**src/rtl/diag_monitor_defs.svh**
```systemverilog
// Register offsets, field positions, reset values and channel codes
// Assumes inclusion by bare name from design files under rtl/
`ifndef DIAG_MONITOR_DEFS_SVH
`define DIAG_MONITOR_DEFS_SVH

`define DMR_ADDR_HS_LIVE    8'h42
`define DMR_ADDR_THR_LIVE   8'h43
`define DMR_ADDR_UPPER      8'h4E
`define DMR_ADDR_LOWER      8'h4F
`define DMR_ADDR_FILT       8'h54
`define DMR_ADDR_CTRL       8'h55
`define DMR_ADDR_CH1P_HIGH  8'h62
`define DMR_ADDR_CH1P_LOW   8'h63

`define DMR_UPPER_RST       8'hBA
`define DMR_LOWER_RST       8'h4B
`define DMR_FILT_RST        8'h48
`define DMR_CTRL_RST        8'h00
`define DMR_RDATA_RST       8'h00
`define DMR_RESULT_RST      12'h000

`define DMR_FILT_RW_MASK    8'h7F
`define DMR_HS_INSERT_BIT   3
`define DMR_HS_REMOVE_BIT   2
`define DMR_HS_HOOK_BIT     1
`define DMR_THR_UP_BIT      7
`define DMR_THR_LOW_BIT     6
`define DMR_ASUP_FILT_MSB   6
`define DMR_ASUP_FILT_LSB   5
`define DMR_BSUP_FILT_MSB   3
`define DMR_BSUP_FILT_LSB   2
`define DMR_OVRD_BIT        1
`define DMR_FREEZE_BIT      0

`define DMR_CH1P_ID         4'h6
`define DMR_AUX_ID          4'hD
`define DMR_THR_SHIFT       4

`endif

```
**src/rtl/diag_monitor_pkg.sv**
```systemverilog
// Types shared by the diagnostic monitor register slice
// Assumes nothing beyond a SystemVerilog compiler
package diag_monitor_pkg;

  typedef struct packed {
    logic        wr;
    logic        rd;
    logic [7:0]  addr;
    logic [7:0]  wdata;
  } reg_req_t;

  typedef struct packed {
    logic        valid;
    logic [3:0]  chan;
    logic [11:0] data;
  } mon_sample_t;

  typedef struct packed {
    logic [11:0] result;
  } slot_state_t;

  typedef struct packed {
    logic [7:0]  upper;
    logic [7:0]  lower;
    logic [7:0]  filt;
    logic [7:0]  ctrl;
    logic [2:0]  hs_live;
    logic [7:0]  rdata;
  } main_state_t;

endpackage

```
**src/rtl/diag_monitor_live_status_regs.sv**
```systemverilog
// Diagnostic live status and monitor configuration register slice
// Assumes register port and event inputs are synchronous to i_mclk
//
// Overview of operation
// - 0x42 bit 3 shows live headset insertion
// - 0x42 bit 2 shows live headset removal
// - Hook-button flag placed at 0x42 bit 1
// - 0x43 bit 7 shows aux above upper
// - 0x43 bit 6 shows aux below lower
// - Upper threshold code at 0x4E, reset 0xBA
// - Lower threshold code at 0x4F, reset 0x4B
// - Threshold code shifted left four for comparison
// - 0x54 bits 6-5 select analog-supply filter
// - 0x54 bits 3-2 select battery-supply filter
// - 0x55 bit 1 enables battery/temperature override
// - 0x55 bit 0 freezes channel-1 positive data updates
// - 0x62 returns channel-1 positive high byte
// - 0x63 returns channel-1 positive low part
// - Low part: result nibble high, ID 0110b
`timescale 1ns/100ps
`include "diag_monitor_defs.svh"

module diag_monitor_live_status_regs (
  input  wire logic                          i_mclk,
  input  wire logic                          i_rstn,
  input  wire diag_monitor_pkg::reg_req_t    i_reg,
  input  wire diag_monitor_pkg::mon_sample_t i_sample,
  input  wire logic                          i_hs_insert,
  input  wire logic                          i_hs_remove,
  input  wire logic                          i_hs_hook,
  output logic [7:0]                         o_reg_rdata,
  output logic [1:0]                         o_analog_supply_filter_select,
  output logic [1:0]                         o_battery_supply_filter_select,
  output logic                               o_battery_temp_data_override,
  output logic                               o_monitor_data_freeze
);

  diag_monitor_pkg::main_state_t st_r;
  diag_monitor_pkg::main_state_t st_nxt;

  logic [11:0] aux_result;
  logic [11:0] ch1p_result;
  logic [7:0]  ch1p_low_part;
  logic        aux_above;
  logic        aux_below;
  logic        freeze;

  assign freeze = st_r.ctrl[`DMR_FREEZE_BIT];

  // The comparator watches the aux channel live, so hold never applies here
  monitor_result_slot #(
    .CHAN_ID (`DMR_AUX_ID)
  ) u_aux_slot (
    .i_mclk     (i_mclk),
    .i_rstn     (i_rstn),
    .i_sample   (i_sample),
    .i_freeze   (1'b0),
    .o_result   (aux_result),
    .o_low_part ()
  );

  monitor_result_slot #(
    .CHAN_ID (`DMR_CH1P_ID)
  ) u_ch1p_slot (
    .i_mclk     (i_mclk),
    .i_rstn     (i_rstn),
    .i_sample   (i_sample),
    .i_freeze   (freeze),
    .o_result   (ch1p_result),
    .o_low_part (ch1p_low_part)
  );

  threshold_compare u_aux_cmp (
    .i_result     (aux_result),
    .i_upper_code (st_r.upper),
    .i_lower_code (st_r.lower),
    .o_above      (aux_above),
    .o_below      (aux_below)
  );

  always_comb begin
    st_nxt = st_r;

    // Live headset flags track their sources
    st_nxt.hs_live = {i_hs_insert, i_hs_remove, i_hs_hook};

    if (i_reg.wr) begin
      if (i_reg.addr == `DMR_ADDR_UPPER) begin
        st_nxt.upper = i_reg.wdata;
      end else if (i_reg.addr == `DMR_ADDR_LOWER) begin
        st_nxt.lower = i_reg.wdata;
      end else if (i_reg.addr == `DMR_ADDR_FILT) begin
        // Bit 7 is read-only zero; other reserved bits store as written
        st_nxt.filt = i_reg.wdata & `DMR_FILT_RW_MASK;
      end else if (i_reg.addr == `DMR_ADDR_CTRL) begin
        st_nxt.ctrl = i_reg.wdata;
      end
    end

    if (i_reg.rd) begin
      if (i_reg.addr == `DMR_ADDR_HS_LIVE) begin
        st_nxt.rdata = 8'h00;
        st_nxt.rdata[`DMR_HS_INSERT_BIT] = st_r.hs_live[2];
        st_nxt.rdata[`DMR_HS_REMOVE_BIT] = st_r.hs_live[1];
        st_nxt.rdata[`DMR_HS_HOOK_BIT]   = st_r.hs_live[0];
      end else if (i_reg.addr == `DMR_ADDR_THR_LIVE) begin
        st_nxt.rdata = 8'h00;
        st_nxt.rdata[`DMR_THR_UP_BIT]  = aux_above;
        st_nxt.rdata[`DMR_THR_LOW_BIT] = aux_below;
      end else if (i_reg.addr == `DMR_ADDR_UPPER) begin
        st_nxt.rdata = st_r.upper;
      end else if (i_reg.addr == `DMR_ADDR_LOWER) begin
        st_nxt.rdata = st_r.lower;
      end else if (i_reg.addr == `DMR_ADDR_FILT) begin
        st_nxt.rdata = st_r.filt;
      end else if (i_reg.addr == `DMR_ADDR_CTRL) begin
        st_nxt.rdata = st_r.ctrl;
      end else if (i_reg.addr == `DMR_ADDR_CH1P_HIGH) begin
        st_nxt.rdata = ch1p_result[11:4];
      end else if (i_reg.addr == `DMR_ADDR_CH1P_LOW) begin
        st_nxt.rdata = ch1p_low_part;
      end else begin
        st_nxt.rdata = 8'h00;
      end
    end
  end

  always_ff @(posedge i_mclk or negedge i_rstn) begin
    if (!i_rstn) begin
      st_r <= '{upper:   `DMR_UPPER_RST,
                lower:   `DMR_LOWER_RST,
                filt:    `DMR_FILT_RST,
                ctrl:    `DMR_CTRL_RST,
                hs_live: 3'h0,
                rdata:   `DMR_RDATA_RST};
    end else begin
      st_r <= st_nxt;
    end
  end

  assign o_reg_rdata = st_r.rdata;
  assign o_analog_supply_filter_select =
    st_r.filt[`DMR_ASUP_FILT_MSB:`DMR_ASUP_FILT_LSB];
  assign o_battery_supply_filter_select =
    st_r.filt[`DMR_BSUP_FILT_MSB:`DMR_BSUP_FILT_LSB];
  assign o_battery_temp_data_override = st_r.ctrl[`DMR_OVRD_BIT];
  assign o_monitor_data_freeze        = freeze;

  // Checks of register and monitor behaviour

  logic rd_hs;
  logic rd_thr;
  logic ch1p_take;

  assign rd_hs     = i_reg.rd && (i_reg.addr == `DMR_ADDR_HS_LIVE);
  assign rd_thr    = i_reg.rd && (i_reg.addr == `DMR_ADDR_THR_LIVE);
  assign ch1p_take = i_sample.valid && (i_sample.chan == `DMR_CH1P_ID);

  logic rd_filt;
  logic rd_ctrl;
  logic rd_high;
  logic rd_low;
  logic aux_take;

  assign rd_filt   = i_reg.rd && (i_reg.addr == `DMR_ADDR_FILT);
  assign rd_ctrl   = i_reg.rd && (i_reg.addr == `DMR_ADDR_CTRL);
  assign rd_high   = i_reg.rd && (i_reg.addr == `DMR_ADDR_CH1P_HIGH);
  assign rd_low    = i_reg.rd && (i_reg.addr == `DMR_ADDR_CH1P_LOW);
  assign aux_take  = i_sample.valid && (i_sample.chan == `DMR_AUX_ID);
endmodule

```
**src/rtl/monitor_result_slot.sv**
```systemverilog
// One monitor conversion slot: keeps the latest 12-bit result of one channel
// Assumes samples arrive as one-cycle valid strobes on i_mclk
`timescale 1ns/100ps
`include "diag_monitor_defs.svh"

module monitor_result_slot #(
  parameter logic [3:0] CHAN_ID = `DMR_CH1P_ID
) (
  input  wire logic                         i_mclk,
  input  wire logic                         i_rstn,
  input  wire diag_monitor_pkg::mon_sample_t i_sample,
  input  wire logic                         i_freeze,
  output logic [11:0]                       o_result,
  output logic [7:0]                        o_low_part
);

  diag_monitor_pkg::slot_state_t st_r;
  diag_monitor_pkg::slot_state_t st_nxt;

  // High byte and low nibble move together, never while frozen
  always_comb begin
    st_nxt = st_r;
    if (i_sample.valid && (i_sample.chan == CHAN_ID) && !i_freeze) begin
      st_nxt.result = i_sample.data;
    end
  end

  always_ff @(posedge i_mclk or negedge i_rstn) begin
    if (!i_rstn) begin
      st_r <= '{result: `DMR_RESULT_RST};
    end else begin
      st_r <= st_nxt;
    end
  end

  assign o_result   = st_r.result;
  assign o_low_part = {st_r.result[3:0], CHAN_ID};

endmodule

```
**src/rtl/threshold_compare.sv**
```systemverilog
// Window comparator of a 12-bit result against two 8-bit threshold codes
// Assumes codes sit on the top eight bits of the 12-bit scale
`timescale 1ns/100ps
`include "diag_monitor_defs.svh"

module threshold_compare (
  input  wire logic [11:0] i_result,
  input  wire logic [7:0]  i_upper_code,
  input  wire logic [7:0]  i_lower_code,
  output logic             o_above,
  output logic             o_below
);

  logic [11:0] upper_scaled;
  logic [11:0] lower_scaled;

  // Code N stands for 16*N on the monitor scale
  assign upper_scaled = {i_upper_code, 4'h0};
  assign lower_scaled = {i_lower_code, 4'h0};
  assign o_above      = (i_result > upper_scaled);
  assign o_below      = (i_result < lower_scaled);

endmodule

```
**config.mk**
```make
export PLATFORM = sky130hd
export DESIGN_NAME = diag_monitor_live_status_regs
export DESIGN_NICKNAME = d
export VERILOG_FILES = /design/src/rtl/diag_monitor_pkg.sv /design/src/rtl/diag_monitor_live_status_regs.sv /design/src/rtl/monitor_result_slot.sv /design/src/rtl/threshold_compare.sv
export VERILOG_INCLUDE_DIRS = /design/src /design/src/rtl
export SDC_FILE = /design/constraint.sdc
export NUM_CORES = 1
export LEC_CHECK = 0
export BUFFER_PORTS_ARGS = -buffer_cell sky130_fd_sc_hd__buf_4
export CORE_ASPECT_RATIO = 1.1
export CORE_MARGIN = 3
export CORE_UTILIZATION = 58
export CTS_BUF_LIST = sky130_fd_sc_hd__clkbuf_16
export DETAILED_ROUTE_END_ITERATION = 10
export MAX_ROUTING_LAYER = met4
export PLACE_DENSITY_LB_ADDON = 0.05
export RECOVER_POWER = 50
export SLEW_MARGIN = 0
export SYNTH_ARGS = -nofsm -noshare
export SYNTH_HDL_FRONTEND = slang
export SYNTH_SLANG_ARGS = --single-unit
```
**constraint.sdc**
```tcl
create_clock -name i_mclk -period 3.6 [get_ports i_mclk]
set_input_delay 0 -clock i_mclk [delete_from_list [all_inputs] [get_ports i_mclk]]
set_output_delay 0 -clock i_mclk [all_outputs]
set_load 0.01 [all_outputs]
```
After elaboration in Yosys (flattened, before gate mapping)

Cells that the tools add are included.
W data, S select, Z words.

Flip-flop bits (word level): 66

Magnitude comparators: 2
Equality and inequality tests: 10
Muxes and demuxes: 8
Bitwise gates (word level): 3
Reductions and logical operators: 8

Operators by type and width:

| kind                 | count |
|---|---|
| $eq A8 B7 Y1 const B | 8 |
| $mux W8              | 8 |
| $gt A12 B12 Y1       | 1 |
| $lt A12 B12 Y1       | 1 |
| $reduce_and A5 Y1    | 1 |
| $eq A4 B3 Y1 const B | 1 |
| $eq A4 B4 Y1 const B | 1 |
| $reduce_and A4 Y1    | 1 |
| $logic_and A1 B1 Y1  | 3 |
| $not A1 Y1           | 3 |
| $reduce_and A3 Y1    | 1 |
| $reduce_and A2 Y1    | 1 |
| $logic_not A1 Y1     | 1 |

Depth between registers and ports, before layout

Depth after elaboration: 9
Depth in mapped cells: 8

Hierarchy

A second synthesis with hierarchy kept.

Cell total of the unflattened synthesis: 334
Area total of the unflattened synthesis: 3851.2 µm²

By module, submodules not included:

| module                             | instances | cells each | area each (µm²) | sequential area each (µm²) |
|---|---|---|---|---|
| diag_monitor_live_status_regs      | 1         | 206        | 2346.0          | 1064.8 |
| monitor_result_slot at u_ch1p_slot | 1         | 37         | 575.6           | 300.3 |
| monitor_result_slot at u_aux_slot  | 1         | 37         | 535.5           | 300.3 |
| threshold_compare                  | 1         | 54         | 394.1           | 0.0 |

Worst setup path before layout

OpenSTA, ideal clock, no wires.

Kind: register -> register
Start: reg st_r[38] (netlist bit)
End: reg st_r, in the netlist o_reg_rdata[7]
Library setup time: 0.134 ns
Data arrival time: 1.737 ns
Required time: 3.466 ns
Slack: 1.729 ns
Stages on the path, launching flop included: 9
Buffers on the path: 0
Cell sequence: dfstp_2 -> inv_1 -> ha_1 -> nand3_1 -> or4_4 -> nand2_1 -> nand3_1 -> a31oi_1 -> o22ai_1

Longest elaborated chain between the ends: 3

Ends and longest elaborated chain:

| what                   | line                                 | source |
|---|---|---|
| start, declared        | diag_monitor_live_status_regs.sv:38  | `diag_monitor_pkg::main_state_t st_r;` |
| start signal, assigned | diag_monitor_live_status_regs.sv:130 | `` st_r <= '{upper: `DMR_UPPER_RST, `` |
| start signal, assigned | diag_monitor_live_status_regs.sv:137 | `st_r <= st_nxt;` |
| $gt A12 B12 Y1         | threshold_compare.sv:20              | `assign o_above = (i_result > upper_scaled);` |
| $mux W8                | diag_monitor_live_status_regs.sv:106 | `` end else if (i_reg.addr == `DMR_ADDR_THR_LIVE) begin `` |
| $mux W8                | diag_monitor_live_status_regs.sv:101 | `` if (i_reg.addr == `DMR_ADDR_HS_LIVE) begin `` |

Every way passes these cells.
A chain may end at the register's enable or synchronous reset.

Worst setup path after layout

Start: reg st_r[39] (netlist bit)
End: reg st_r, in the netlist o_reg_rdata[7]

The elaborated chain is that of the path after synthesis.

==> impl_metrics.toml <==
[run_status]
status = "complete, but fails checks"
violations = "capacitance limit, slew limit"

[final_layout]
syn2layout_area_growth_pct = 23.1
antenna_cells = 0
multi_input_area_sq_um = 1590
final_common_cell = "dfrtp_1"
drive_above_1_share_pct = 29.3
most-common-layout-cells = "dfrtp_1, buf_4, mux2_2"
fin_util_pct = 76.7
nFillCells = 375
ff_latch_area_sq_um = 1670
final_nets = 420

[clocking]
clock_latency_ps = 320
clk_path_buf_depth = 2
cts_tree = "yes"
cts-root-buf = "clkbuf_16"
path_clk_slew_ps = 50
post_cts_buffers = 0
cts.htree.levels = 3
cts_made_buffers = 9
clock_sinks = 66

[floorplan]
die_w_microns = 79.7
die-area_sq_um = 6950
initial_utilization_pct = 62.3
core_sq_um = 5570
die_h_microns = 87.1
row_count = 28
ios = 54

[sta]
rsz0062_at_grt = "no"
max_freq_mhz = 499
slew_violations = 67
relSlewSlack_pct = -6.11
finalClockSkew_ps = 6.50
hold_viol = 0
worst-slew-pin-transition_ps = 1590
setup_viol = 0
tns_ps = 0
fin_crit_sh_pct = 55.7
period_needed_ps = 2010

[critical_path]
crit_fanout = 3
cp.buffers_inverters = 1
slowest_delay_ps = 540
critPathSlowestCell = "dfstp_2"
path_cells = "inv_1, ha_1, nand3_1, or4_4, nand2_1, nand3_1, a31oi_1, o22ai_1"
worstReg2RegStart = "st_r[39]"
critPathKind = "flip-flop to flip-flop"
cpMostUsedCell = "nand3_1"
crit_family = "simple AND/OR/NAND/NOR gates"
crit_required_ps = 3800
crit_path_start_kind = "flip-flop"
worstSetupEndpointType = "flip-flop"
startpoint = "st_r[39]"
arrival_ps = 2210

[logic_synthesis]
synth-seq-area-share_pct = 48.0
synthFlopType = "dfrtp_1"
synth_seq_cells = 66
syn_avg_cell_area_sq_um = 11.6
synthArstFlopShare_pct = 100
yosys_warnings = 0
synth_top_area_share_pct = 39.7
yosys-top-cells-area = "dfrtp_1, mux2_2, dfstp_2, mux2_1, ha_1"
yosysTopAreaCell = "dfrtp_1"
netlist_area_sq_um = 3470
ys_types = 48
synth_fp_nets = 355
syn_inst = 300
synth-edff-count = 0

[place]
port_buffers = 53
dpl.hpwl_microns = 5640
gp_congestion = 0.886

[power]
ir_drop_uv = 348
p_total_w = 0.00197
power.density_nw_per_um2 = 460
p_leak_nw = 1.93

[routing]
wl_per_cell_microns = 18.5
drtPass1Iterations = 4
drcViolationCount = 0
routed_wl_microns = 8220
num_vias = 2584
drt-vias-per-instance = 5.82
drt_iter0_drc = 162
ant_nets = 0

[worst_hold_path]
min_path_type = "primary input to flip-flop"
hold_start = "i_reg[16]"

[grt]
grt_antenna_before_repair = 0
grt_start_max_net_pins = 67
grt_use_total_pct = 27.5
overflow = 0
grt_pass1_wl_microns = 13900
grt_pass1_vias = 2660

[run]
max-cap-violations = 1
-- cell families after synthesis --
logic type	synth area share, %
AND/OR/NAND/NOR	10.7
multiplexers	19.4
adder cells (fa/ha/maj)	5.41
flip-flops	48.0
buffers and inverters	6.13
AO/OA/AOI/OAI	10.3
-- per-stage QoR --
step / setup WS [ps] / std cells / hold WS, ps / area, sq um
floorplan: 1730 / 300 / -296 / 3470
detailed placement: 1610 / 405 / 111 / 3820
global route: 1490 / 444 / 29.6 / 4270
finish: 1590 / 444 / 23.5 / 4270
global placement: 1670 / 405 / 110 / 3820
CTS: 1590 / 444 / 24.0 / 4320
-- synthesized netlist by cell type (all sizes together) (5+ instances only) --
library cell	count
nand3	8
a22oi	7
dfrtp	55
buf	18
ha	15
a21oi	15
clkbuf	5
o221ai	5
o21ai	8
mux2	59
nand2	19
inv	20
a31oi	7
dfstp	11
nor2	9
-- cell type report --
class / count / share of cell area, %
tap: 75 / 2.20
clock buffer: 9 / 5.27
sequential: 66 / 39.0
multi-input combinational: 191 / 37.3
inverter: 20 / 1.76
timing repair buffer: 77 / 13.8
clock inverter: 6 / 0.674
-- per-layer routing --
metal / vias up / GRT usage, % / part of all wire (%)
met2: 113 / 40.7 / 46
met1: 1238 / 36.8 / 45
met5: - / - / 0
met3: 18 / 5.80 / 6.4
li1: 1215 / - / -
met4: 0 / 11.7 / 2.9
-- sequential cells by signal, summed over array words and instances, names as in the netlist --
| signal | count |
|---|---|
| o_monitor_data_freeze | 1 |
| o_battery_temp_data_override | 1 |
| o_battery_supply_filter_select | 2 |
| o_analog_supply_filter_select | 2 |
| u_ch1p_slot.o_result | 12 |
| o_reg_rdata | 8 |
| st_r | 28 |
| u_aux_slot.o_result | 12 |
-- final timing paths --
kind / to / cells past startpoint / slack [ps]
worst max-delay path: o_reg_rdata[7] / 8 / 1590
worst min-delay path: o_reg_rdata[1] / 2 / 20
worst max register to register: o_reg_rdata[7] / 8 / 1590
worst min register to register: st_r[41] / 1 / 500
max in group asynchronous: st_r[18] / 2 / 2030
min in group asynchronous: st_r[8] / 2 / 620
-- power by group --
part	leakage (nW)	internal, W	switching, W	total (W)
clock network	0.131	0.000451	0.000293	0.000744
logic	0.972	0.000179	0.000151	0.000329
registers	0.824	0.000833	0.0000599	0.000893
total	1.93	0.00146	0.000504	0.00197
-- timing repair --
item / CTS / global route
resized for setup: 0 / 0
endpoints found under the hold margin: 113 / 0
hold buffers: 24 / 0
Power figures use the tool's default switching activity.
